File: src/cfgh_consts.svh
// constants for the configuration header register block
`ifndef CFGH_CONSTS_SVH
`define CFGH_CONSTS_SVH
`define CFGH_NUM_BARS        6
`define CFGH_BAR_ADDR_LSB    4
`define CFGH_BAR_PF_BIT      3
`define CFGH_CFG_IDX_BAR0    6'h04
`define CFGH_CFG_IDX_BARLAST 6'h09
`define CFGH_CFG_IDX_SUBSYS  6'h0b
`define CFGH_CFG_IDX_CAP     6'h0d
`define CFGH_CFG_IDX_INTR    6'h0f
`define CFGH_CAP_PTR_RST     8'h40
`define CFGH_INT_PIN_VAL     8'h01
`define CFGH_RST_ZERO8       8'h00
`define CFGH_RST_ZERO16      16'h0000
`define CFGH_MMR_CLKSTAT     12'h040
`define CFGH_MMR_SUBSYS      12'h12c
`define CFGH_MMR_CAP         12'h134
`define CFGH_MMR_INTR        12'h13c
`define CFGH_MMR_BARMIR0     12'h1e0
`define CFGH_MMR_BARMIR_END  12'h1f8
`define CFGH_PERI_LO0        12'h010
`define CFGH_PERI_HI0        12'h034
`define CFGH_PERI_LO1        12'h314
`define CFGH_PERI_HI1        12'h390
`define CFGH_HOST_WIN_BAR    0
`define CFGH_LANE_LINE       0
`define CFGH_LANE_PIN        1
`define CFGH_LANE_BURST      2
`define CFGH_LANE_ACCESS     3
`define CFGH_HINT_UNIT_NS    250
`endif

File: src/cfgh_pkg.sv
// types shared by the configuration header register block
`include "cfgh_consts.svh"
package cfgh_pkg;
  typedef enum logic [1:0] {cfgh_src_cfg, cfgh_src_host, cfgh_src_mmr} cfgh_src_t;
  typedef enum logic {cfgh_rd_misc, cfgh_rd_bar} cfgh_rsel_t;
  typedef struct packed {
    logic        sync1;
    logic        sync2;
    logic [15:0] board_ident;
    logic [15:0] board_maker_ident;
    logic [7:0]  irq_routing_line;
    logic [7:0]  burst_length_hint;
    logic [7:0]  access_interval_hint;
    logic        p1_valid;
    cfgh_src_t   p1_src;
    cfgh_rsel_t  p1_rsel;
    logic        p1_err;
    logic [31:0] p1_misc;
    logic        ack_cfg;
    logic        ack_host;
    logic        ack_mmr;
    logic        err;
    logic [31:0] rdata;
  } cfgh_state_t;
endpackage : cfgh_pkg

File: src/cfgh_bar_if.sv
// carrier between the register control and the window address store
`timescale 1ns/1ps
`default_nettype none
interface cfgh_bar_if #(parameter int N = 6, parameter int W = 28) ();
  logic                 we;
  logic [$clog2(N)-1:0] widx;
  logic [W-1:0]         wdata;
  logic [W-1:0]         wmask;
  logic [$clog2(N)-1:0] ridx;
  logic [W-1:0]         rdata;
  logic [N-1:0][W-1:0]  entries;
  modport ctrl (output we, widx, wdata, wmask, ridx, input rdata, entries);
  modport mem  (input we, widx, wdata, wmask, ridx, output rdata, entries);
endinterface : cfgh_bar_if
`default_nettype wire

File: src/cfgh_bar_mem.sv
// store for the writable address bits of the base address windows
`timescale 1ns/1ps
`default_nettype none
module cfgh_bar_mem #(
  parameter int N = 6,  // number of windows
  parameter int W = 28  // stored address bits per window
) (
  input wire logic mclk,   // clock
  input wire logic rst,    // synchronous reset, high
  cfgh_bar_if.mem  bi      // access from the control
);
  typedef struct packed {
    logic [N-1:0][W-1:0] ent;
    logic [W-1:0]        rdata;
  } cfgh_mem_state_t;

  cfgh_mem_state_t st_reg;
  cfgh_mem_state_t st_next;

  // masked write keeps the bits the mask protects; read gives old data
  always_comb begin
    st_next = st_reg;
    st_next.rdata = st_reg.ent[bi.ridx];
    if (bi.we) begin
      st_next.ent[bi.widx] = (st_reg.ent[bi.widx] & ~bi.wmask) | (bi.wdata & bi.wmask); // RQ1
    end
  end

  // address bits reset to zero
  always_ff @(posedge mclk) begin
    if (rst) begin
      st_reg <= '0;
    end else begin
      st_reg <= st_next;
    end
  end

  assign bi.rdata   = st_reg.rdata;
  assign bi.entries = st_reg.ent;
endmodule : cfgh_bar_mem
`default_nettype wire

File: src/cfgh_regs.sv
// configuration header upper fields with config port, local mirror port and host window
// Notes on behaviour
// RQ1 - Host writes to window address bits 31-4 change only the bits that the window's write mask allows.
// RQ2 - Window bit 3 is read-only and reflects the prefetchable enable bit of the window's mask.
// RQ3 - Window bits 2-1 always read zero for 32-bit decoding, and writes to them do nothing.
// RQ4 - Window bit 0 always reads zero because only memory space is decoded.
// RQ5 - The board ident is read-only from the config port and reads zero after reset.
// RQ6 - The board maker ident is read-only from the config port and reads zero after reset.
// RQ7 - The capability list pointer is read-only and reads 40h, the first capability entry.
// RQ8 - The irq routing line is read-write, resets to zero and is written by the host.
// RQ9 - The irq pin field is read-only and fixed at 01h for interrupt line A.
// RQ10 - The burst length hint is read-write, resets to zero and counts 0.25 us steps.
// RQ11 - The access interval hint is read-write, resets to zero and counts 0.25 us steps.
// RQ12 - The local processor can read every header register through memory-mapped mirrors.
// RQ13 - A host access that hits the register window reaches the memory-mapped registers.
// RQ14 - Bus clock domain registers answer only while the bus clock is running.
// RQ15 - Peripheral clock domain registers answer even when the bus clock is stopped.
// RQ16 - Config writes to read-only fields complete normally and change nothing.
`timescale 1ns/1ps
`default_nettype none
`include "cfgh_consts.svh"
module cfgh_regs #(
  parameter int NUM_BARS = `CFGH_NUM_BARS  // number of base address windows
) (
  input  wire logic                      mclk,                  // 50 MHz clock
  input  wire logic                      rst,                   // synchronous reset, high
  input  wire logic                      cfg_req,               // config access request, held to ack
  input  wire logic                      cfg_we,                // config write
  input  wire logic [5:0]                cfg_idx,               // config dword index
  input  wire logic [3:0]                cfg_be,                // config byte enables
  input  wire logic [31:0]               cfg_wdata,             // config write data
  output logic [31:0]                    cfg_rdata,             // config read data
  output logic                           cfg_ack,               // config done pulse
  input  wire logic                      mmr_req,               // local access request, held to ack
  input  wire logic                      mmr_we,                // local write
  input  wire logic [11:0]               mmr_addr,              // local byte offset
  input  wire logic [31:0]               mmr_wdata,             // local write data
  output logic [31:0]                    mmr_rdata,             // local read data
  output logic                           mmr_ack,               // local done pulse
  output logic                           mmr_err,               // local access refused
  input  wire logic                      host_req,              // host memory access, held to ack
  input  wire logic                      host_we,               // host write
  input  wire logic [31:0]               host_addr,             // host bus address
  input  wire logic [31:0]               host_wdata,            // host write data
  output logic [31:0]                    host_rdata,            // host read data
  output logic                           host_ack,              // host done pulse
  output logic                           host_err,              // host miss or refusal
  input  wire logic [NUM_BARS-1:0][31:0] window_write_mask_reg, // per-window mask words
  input  wire logic                      bus_clk_running        // bus clock alive, async
);
  localparam int IW = $clog2(NUM_BARS);
  localparam int AW = 32 - `CFGH_BAR_ADDR_LSB;

  cfgh_pkg::cfgh_state_t st_reg;
  cfgh_pkg::cfgh_state_t st_next;

  cfgh_bar_if #(.N(NUM_BARS), .W(AW)) bi ();

  cfgh_bar_mem #(.N(NUM_BARS), .W(AW)) u_mem (
    .mclk (mclk),
    .rst  (rst),
    .bi   (bi.mem)
  );

  // expand byte enables to a bit mask
  function automatic logic [31:0] cfgh_lane_mask(input logic [3:0] be);
    logic [31:0] m;
    m = '0;
    for (int i = 0; i < 4; i++) begin
      m[8*i +: 8] = {8{be[i]}};
    end
    return m;
  endfunction : cfgh_lane_mask

  logic           grant;
  logic           m_go;
  logic           m_we;
  logic [11:0]    m_ofs;
  logic [31:0]    m_wd;
  logic           m_peri;
  logic           m_barmir;
  logic [11:0]    m_rel;
  logic [5:0]     c_rel;
  logic [31:0]    lmask;
  logic           host_hit;
  logic [AW-1:0]  win_mask;
  logic [IW-1:0]  pf_idx;

  // host window match on the bits the window mask decodes
  assign win_mask = window_write_mask_reg[`CFGH_HOST_WIN_BAR][31:`CFGH_BAR_ADDR_LSB];
  assign host_hit = (win_mask != '0) &&
                    (((host_addr[31:`CFGH_BAR_ADDR_LSB] ^ bi.entries[`CFGH_HOST_WIN_BAR]) & win_mask) == '0);

  // offsets that live in the peripheral clock domain
  assign m_peri = ((m_ofs >= `CFGH_PERI_LO0) && (m_ofs <= `CFGH_PERI_HI0)) ||
                  ((m_ofs >= `CFGH_PERI_LO1) && (m_ofs <= `CFGH_PERI_HI1)) ||
                  (m_ofs == `CFGH_MMR_CLKSTAT);
  assign m_barmir = (m_ofs >= `CFGH_MMR_BARMIR0) && (m_ofs < `CFGH_MMR_BARMIR_END);
  assign m_rel    = m_ofs - `CFGH_MMR_BARMIR0;
  assign c_rel    = cfg_idx - `CFGH_CFG_IDX_BAR0;
  assign lmask    = cfgh_lane_mask(cfg_be);

  // next-state: answer stage, arbitration, config decode, local decode
  always_comb begin
    st_next = st_reg;
    st_next.sync1 = bus_clk_running;
    st_next.sync2 = st_reg.sync1;
    st_next.ack_cfg = 1'b0;
    st_next.ack_host = 1'b0;
    st_next.ack_mmr = 1'b0;
    st_next.p1_valid = 1'b0;
    bi.we = 1'b0;
    bi.widx = '0;
    bi.wdata = '0;
    bi.wmask = '0;
    bi.ridx = '0;
    pf_idx = '0;
    m_go = 1'b0;
    m_we = mmr_we;
    m_ofs = mmr_addr;
    m_wd = mmr_wdata;
    // one access in flight; a new one waits until the ack pulse has gone
    grant = !st_reg.p1_valid && !st_reg.ack_cfg && !st_reg.ack_host && !st_reg.ack_mmr;

    // answer stage: window data comes from the store one cycle later
    if (st_reg.p1_valid) begin
      unique case (st_reg.p1_src)
        cfgh_pkg::cfgh_src_cfg:  st_next.ack_cfg = 1'b1;
        cfgh_pkg::cfgh_src_host: st_next.ack_host = 1'b1;
        cfgh_pkg::cfgh_src_mmr:  st_next.ack_mmr = 1'b1;
      endcase
      st_next.err = st_reg.p1_err;
      if (st_reg.p1_rsel == cfgh_pkg::cfgh_rd_bar) begin
        st_next.rdata = {bi.rdata, 4'h0} | st_reg.p1_misc; // RQ3 RQ4
      end else begin
        st_next.rdata = st_reg.p1_misc;
      end
    end

    if (grant && (cfg_req || host_req || mmr_req)) begin
      st_next.p1_valid = 1'b1;
      st_next.p1_rsel = cfgh_pkg::cfgh_rd_misc;
      st_next.p1_err = 1'b0;
      st_next.p1_misc = '0;
      if (cfg_req) begin
        st_next.p1_src = cfgh_pkg::cfgh_src_cfg;
        if ((cfg_idx >= `CFGH_CFG_IDX_BAR0) && (cfg_idx <= `CFGH_CFG_IDX_BARLAST)) begin
          bi.ridx = c_rel[IW-1:0];
          pf_idx = c_rel[IW-1:0];
          st_next.p1_rsel = cfgh_pkg::cfgh_rd_bar;
          st_next.p1_misc[`CFGH_BAR_PF_BIT] = window_write_mask_reg[pf_idx][`CFGH_BAR_PF_BIT]; // RQ2
          // low four bits never reach the store
          bi.we = cfg_we;
          bi.widx = c_rel[IW-1:0];
          bi.wdata = cfg_wdata[31:`CFGH_BAR_ADDR_LSB];
          bi.wmask = window_write_mask_reg[c_rel[IW-1:0]][31:`CFGH_BAR_ADDR_LSB] &
                     lmask[31:`CFGH_BAR_ADDR_LSB]; // RQ1
        end else if (cfg_idx == `CFGH_CFG_IDX_SUBSYS) begin
          // writes acked but ignored
          st_next.p1_misc = {st_reg.board_ident, st_reg.board_maker_ident}; // RQ5 RQ6 RQ16
        end else if (cfg_idx == `CFGH_CFG_IDX_CAP) begin
          st_next.p1_misc[7:0] = `CFGH_CAP_PTR_RST; // RQ7 RQ16
        end else if (cfg_idx == `CFGH_CFG_IDX_INTR) begin
          st_next.p1_misc = {st_reg.access_interval_hint, st_reg.burst_length_hint,
                             `CFGH_INT_PIN_VAL, st_reg.irq_routing_line}; // RQ9
          if (cfg_we && cfg_be[`CFGH_LANE_LINE]) begin
            st_next.irq_routing_line = cfg_wdata[8*`CFGH_LANE_LINE +: 8]; // RQ8
          end
          if (cfg_we && cfg_be[`CFGH_LANE_BURST]) begin
            st_next.burst_length_hint = cfg_wdata[8*`CFGH_LANE_BURST +: 8]; // RQ10
          end
          if (cfg_we && cfg_be[`CFGH_LANE_ACCESS]) begin
            st_next.access_interval_hint = cfg_wdata[8*`CFGH_LANE_ACCESS +: 8]; // RQ11
          end
        end
      end else if (host_req) begin
        st_next.p1_src = cfgh_pkg::cfgh_src_host;
        m_we = host_we;
        m_ofs = host_addr[11:0];
        m_wd = host_wdata;
        if (host_hit) begin
          m_go = 1'b1; // RQ13
        end else begin
          st_next.p1_err = 1'b1;
        end
      end else begin
        st_next.p1_src = cfgh_pkg::cfgh_src_mmr;
        m_go = 1'b1;
      end

      // memory-mapped decode shared by the local port and the host window
      if (m_go) begin
        if (!m_peri && !st_reg.sync2) begin
          st_next.p1_err = 1'b1; // RQ14
        end else if (m_ofs == `CFGH_MMR_CLKSTAT) begin
          st_next.p1_misc[0] = st_reg.sync2; // RQ15
        end else if (m_ofs == `CFGH_MMR_SUBSYS) begin
          st_next.p1_misc = {st_reg.board_ident, st_reg.board_maker_ident}; // RQ12
          // board software loads the idents from the local side
          if (m_we) begin
            st_next.board_ident = m_wd[31:16];
            st_next.board_maker_ident = m_wd[15:0];
          end
        end else if (m_ofs == `CFGH_MMR_CAP) begin
          st_next.p1_misc[7:0] = `CFGH_CAP_PTR_RST; // RQ12
        end else if (m_ofs == `CFGH_MMR_INTR) begin
          st_next.p1_misc = {st_reg.access_interval_hint, st_reg.burst_length_hint,
                             `CFGH_INT_PIN_VAL, st_reg.irq_routing_line}; // RQ12
          if (m_we) begin
            st_next.irq_routing_line = m_wd[8*`CFGH_LANE_LINE +: 8];
            st_next.burst_length_hint = m_wd[8*`CFGH_LANE_BURST +: 8];
            st_next.access_interval_hint = m_wd[8*`CFGH_LANE_ACCESS +: 8];
          end
        end else if (m_barmir) begin
          // window mirrors are read-only here so the host alone places windows
          bi.ridx = m_rel[2 +: IW];
          pf_idx = m_rel[2 +: IW];
          st_next.p1_rsel = cfgh_pkg::cfgh_rd_bar;
          st_next.p1_misc[`CFGH_BAR_PF_BIT] = window_write_mask_reg[pf_idx][`CFGH_BAR_PF_BIT]; // RQ12
        end
      end
    end
  end

  // control state with defined reset values
  always_ff @(posedge mclk) begin
    if (rst) begin
      st_reg <= '0;
      st_reg.board_ident <= `CFGH_RST_ZERO16;       // RQ5
      st_reg.board_maker_ident <= `CFGH_RST_ZERO16; // RQ6
      st_reg.irq_routing_line <= `CFGH_RST_ZERO8;   // RQ8
      st_reg.burst_length_hint <= `CFGH_RST_ZERO8;  // RQ10
      st_reg.access_interval_hint <= `CFGH_RST_ZERO8; // RQ11
    end else begin
      st_reg <= st_next;
    end
  end

  // one read data register serves all three ports
  assign cfg_rdata  = st_reg.rdata;
  assign mmr_rdata  = st_reg.rdata;
  assign host_rdata = st_reg.rdata;
  assign cfg_ack    = st_reg.ack_cfg;
  assign mmr_ack    = st_reg.ack_mmr;
  assign host_ack   = st_reg.ack_host;
  assign mmr_err    = st_reg.ack_mmr & st_reg.err;
  assign host_err   = st_reg.ack_host & st_reg.err;
endmodule : cfgh_regs
`default_nettype wire

File: config.mk
export PLATFORM = sky130hd
export DESIGN_NAME = cfgh_regs
export DESIGN_NICKNAME = d
export VERILOG_FILES = /design/src/cfgh_pkg.sv /design/src/cfgh_bar_if.sv /design/src/cfgh_bar_mem.sv /design/src/cfgh_regs.sv
export VERILOG_INCLUDE_DIRS = /design/src
export SDC_FILE = /design/constraint.sdc
export NUM_CORES = 1
export LEC_CHECK = 0
export ABC_AREA = 0
export BUFFER_PORTS_ARGS = -buffer_cell sky130_fd_sc_hd__buf_2
export CORE_UTILIZATION = 55
export CTS_BUF_LIST = sky130_fd_sc_hd__clkbuf_16
export DETAILED_ROUTE_END_ITERATION = 10
export PLACE_DENSITY = 0.8
export RECOVER_POWER = 100
export SLEW_MARGIN = 10
export SYNTH_ARGS = -nofsm -noshare
export SYNTH_HDL_FRONTEND = slang
export SYNTH_SLANG_ARGS = --single-unit
File: constraint.sdc
create_clock -name mclk -period 7.7 [get_ports mclk]
set_clock_uncertainty 0.1 [all_clocks]
set_input_delay 0.77 -clock mclk [delete_from_list [all_inputs] [get_ports mclk]]
set_output_delay 0.77 -clock mclk [all_outputs]
set_load 0.01 [all_outputs]
==> results.txt <==
----------------------------------------------------
[Setup path]
  Critical path capture point type ... flip-flop
  Maximum net fanout on the critical path ... 66
  Kind of start point of the critical path ... flip-flop
  Critical path arrival ... between 6000 and 7000 ps
  Critical path type ... reg -> reg
  Data required time of the worst path ... around 8000 ps

[Finish]
  Nets@finish ... around 2.6k
  Fraction of final layout cells with drive strength greater than 1 ... 0.247
  Area Overhead vs Synth ... 13.4%
  Number of standard cells in the layout, taps in and fillers out ... about 2.7k
  Filler instances ... approximately 2.8k
  Most frequent cells in the layout ... 332 x buf_2, 327 x dfxtp_1, 300 x nor2_1, 249 x a211oi_1, 119 x nand2_1
  Max reg flops ... ~170
  Leading cell type in the layout, fill and taps excluded ... buf_2

[Clock tree]
  Clock buffer count from CTS ... 35
  Maximum level of the CTS H-tree ... 2
  Number of clock sinks seen by CTS ... roughly 330
  # hold bufs at CTS ... 0
  Max clock buf depth ... 3
  Latest clock arrival within the worst-skew pair ... 520 ps
  CTS root buf ... clkbuf_16
  Clock transition at the registers of the reported paths ... ~60 ps
  Post_cts resized ... 0
  Setup fix buffers added after clock tree synthesis ... 0
  CTS tree ... yes

[Timing]
  Final critical-path share of the clock period ... 0.845
  Worst slew pin tran ... 3830 ps
  Post-route setup TNS ... 0 ps
  Highest achievable clock rate ... roughly 150 MHz
  RSZ-0062 raised after global routing ... no
  Max Slew Vio Count ... between 200 and 250
  Worst slew margin relative to its limit ... -1.56
  Worst hold slack after final layout ... ~350 ps
  Final critical-path required period ... roughly 6500 ps
  Final count of negative-setup-slack endpoints ... 0
  Number of hold-slack violations in the final timing report ... 0
  Final WS setup ... 1200 ps

[Detailed routing]
  Vias post-DR ... 17.9k
  Detailed-route wire length per cell ... approximately 25 um
  Vias per std cell ... 6.56
  Antenna viol nets, final ... 0
  DRC violation total after the first TritonRoute iteration ... ~2.4k
  Aggregate routed wire length ... 67900 um
  DRC Markers ... 0
  Drt pass-1 iters ... 6

[Floorplan]
  Num rows ... between 60 and 70
  Number of I/O pins ... between 400 and 500
  Die H ... between 150 and 200 um
  Initial cell density of the core ... 0.564
  Floorplan die area ... about 33000 um^2
  Die Span X ... roughly 180 um
  Core region area ... 31900 um^2

[Pwr]
  Power per Cell Area ... between 150 and 200 nW/um^2
  Net switching power ... around 1.1 mW
  Static power due to leakage ... around 7.5 nW
  Max rail drop VDD ... ~0.00014 V
  Design internal power ... about 2.8 mW
  Comb pwr share ... 0.145
  Part of the total power dissipated in the clock network ... 0.396
  Switching Share ... 0.276
  Total power draw ... roughly 3.8 mW
  Sequential group share of total power ... 0.459

[Placement]
  Port buffer count ... about 430
  Post-Place Setup Slack ... about 2300 ps
  Placed cells ... between 2k and 3k
  RD Place Congestion ... between 0.9 and 1
  Detailed Place HPWL ... roughly 47000 um

[Synth]
  Post-synthesis share of cell area spent on and, or, nand and nor gates ... 0.142
  Adder-Cell Fraction of Synth Area ... 0
  Number of different library cells in the post-synthesis netlist ... 67
  Synthesized instance count ... about 2.1k
  Post-Synthesis Net Count ... roughly 2.4k
  Post-synth EDFFs ... 0
  Count of yosys warnings during synthesis ... 0
  Synthesized-area fraction occupied by ao, oa, aoi and oai cells ... 0.277
  Proportion of register bits with asynchronous set or reset after synthesis ... 0
  Post-synthesis share of cell area spent on xor and xnor gates ... 0.0136
  Top_reg_cell synth ... dfxtp_1
  Average cell area after synthesis ... 8.74 um^2
  Synthesis-stage register bit count ... 327
  Sequential area share after synthesis ... 0.364
  Mapped cell area ... roughly 18000 um^2
  Mux cell area share after synthesis ... 0.120
  Largest family of logic cells by synthesized area ... compound AO/OA/AOI/OAI gates

[GRT]
  Total global routing overflow ... 0
  Wire length of the first global-routing pass ... between 100000 and 150000 um
  Vias in the first global route ... about 17k
  Antenna violations before repair ... 4
  Total global-route track usage ... 0.395
  Largest net degree at the start of global routing ... between 100 and 150

[Hold path]
  Worst hold path type ... reg -> reg

[Run]
  Maximum capacitance violations ... 3

[Run status]
  Result of the run ... complete, but fails checks
  Violated checks ... max-capacitance violations, max-slew violations

----------------------------------------------------
## path summary, 6_finish.rpt
kind	start	to	slack [ps]	cells past startpoint
worst max register to register	st_reg[72]$_SDFF_PP0_	u_mem.bi.rdata[26]$_SDFF_PP0_	1200	12
worst max-delay path	st_reg[72]$_SDFF_PP0_	u_mem.bi.rdata[26]$_SDFF_PP0_	1200	12
worst min-delay path	st_reg[51]$_SDFFE_PP0N_	st_reg[51]$_SDFFE_PP0N_	350	2
worst min register to register	st_reg[51]$_SDFFE_PP0N_	st_reg[51]$_SDFFE_PP0N_	350	2
## kinds of logic after synthesis
kind of cell    Yosys count
simple gates            574
buf+inv                 286
mux                     166
flops                   327
xor+xnor                 28
compound gates          677
## worst max-delay path: stages (launching register included)
cell,delay (ps)
dfxtp_1,290
buf_4,320
or4_1,890
nor2_4,180
buf_4,500
mux2i_1,580
o221ai_2,210
o21ai_0,600
o211ai_2,210
nand2_1,550
clkbuf_2,1100
mux2_2,430
a221o_1,360
## per-layer routing
metal | vias up | part of all wire | track usage
li1 | 8027 | - | -
met1 | 8552 | 0.39 | 0.522
met2 | 1197 | 0.44 | 0.616
met3 | 171 | 0.12 | 0.0810
met4 | 0 | 0.050 | 0.193
met5 | - | 0 | 0
## final cells by class
| cell class | instances | area (um^2) | area share |
|---|---|---|---|
| antenna | 3 | 7.51 | 0.000368 |
| timing repair buffer | 461 | 2240 | 0.110 |
| inverter | 7 | 26.3 | 0.00129 |
| clock buffer | 36 | 901 | 0.0442 |
| tap | 435 | 544 | 0.0267 |
| multi-input combinational | 1445 | 10000 | 0.491 |
| clock inverter | 22 | 109 | 0.00534 |
| sequential | 327 | 6550 | 0.321 |
## metrics by stage
step,util,area (um^2)
after floorplan,-,18000
after global placement,0.613,19500
after detailed placement,0.613,19500
after CTS,0.644,20500
after global routing,0.639,20400
final,0.639,20400
## power by group through the flow
stage | clock (mW) | combinational [mW] | sequential (mW)
after floorplan | 0 | 0.368 | 1.79
after global placement | 0 | 0.547 | 1.80
after global routing | 1.60 | 0.587 | 1.77
after CTS | 1.53 | 0.553 | 1.76
after detailed placement | 0 | 0.549 | 1.80
final | 1.52 | 0.557 | 1.76
## cells in the mapped netlist, types with 29 or more instances
cell type	number	share of area
nor2_1	306	0.064
o21ai_0	47	0.013
a211oi_1	249	0.10
a22oi_1	70	0.029
o21a_1	31	0.013
mux2i_1	46	0.026
and3_1	36	0.013
buf_4	100	0.042
clkbuf_1	132	0.028
a21oi_1	99	0.028
nand2_1	120	0.025
buf_2	31	0.0086
a221o_1	30	0.017
dfxtp_1	327	0.36
mux4_2	29	0.036
a22o_1	29	0.014
mux2_2	89	0.056
Power figures use the tool's default switching activity.
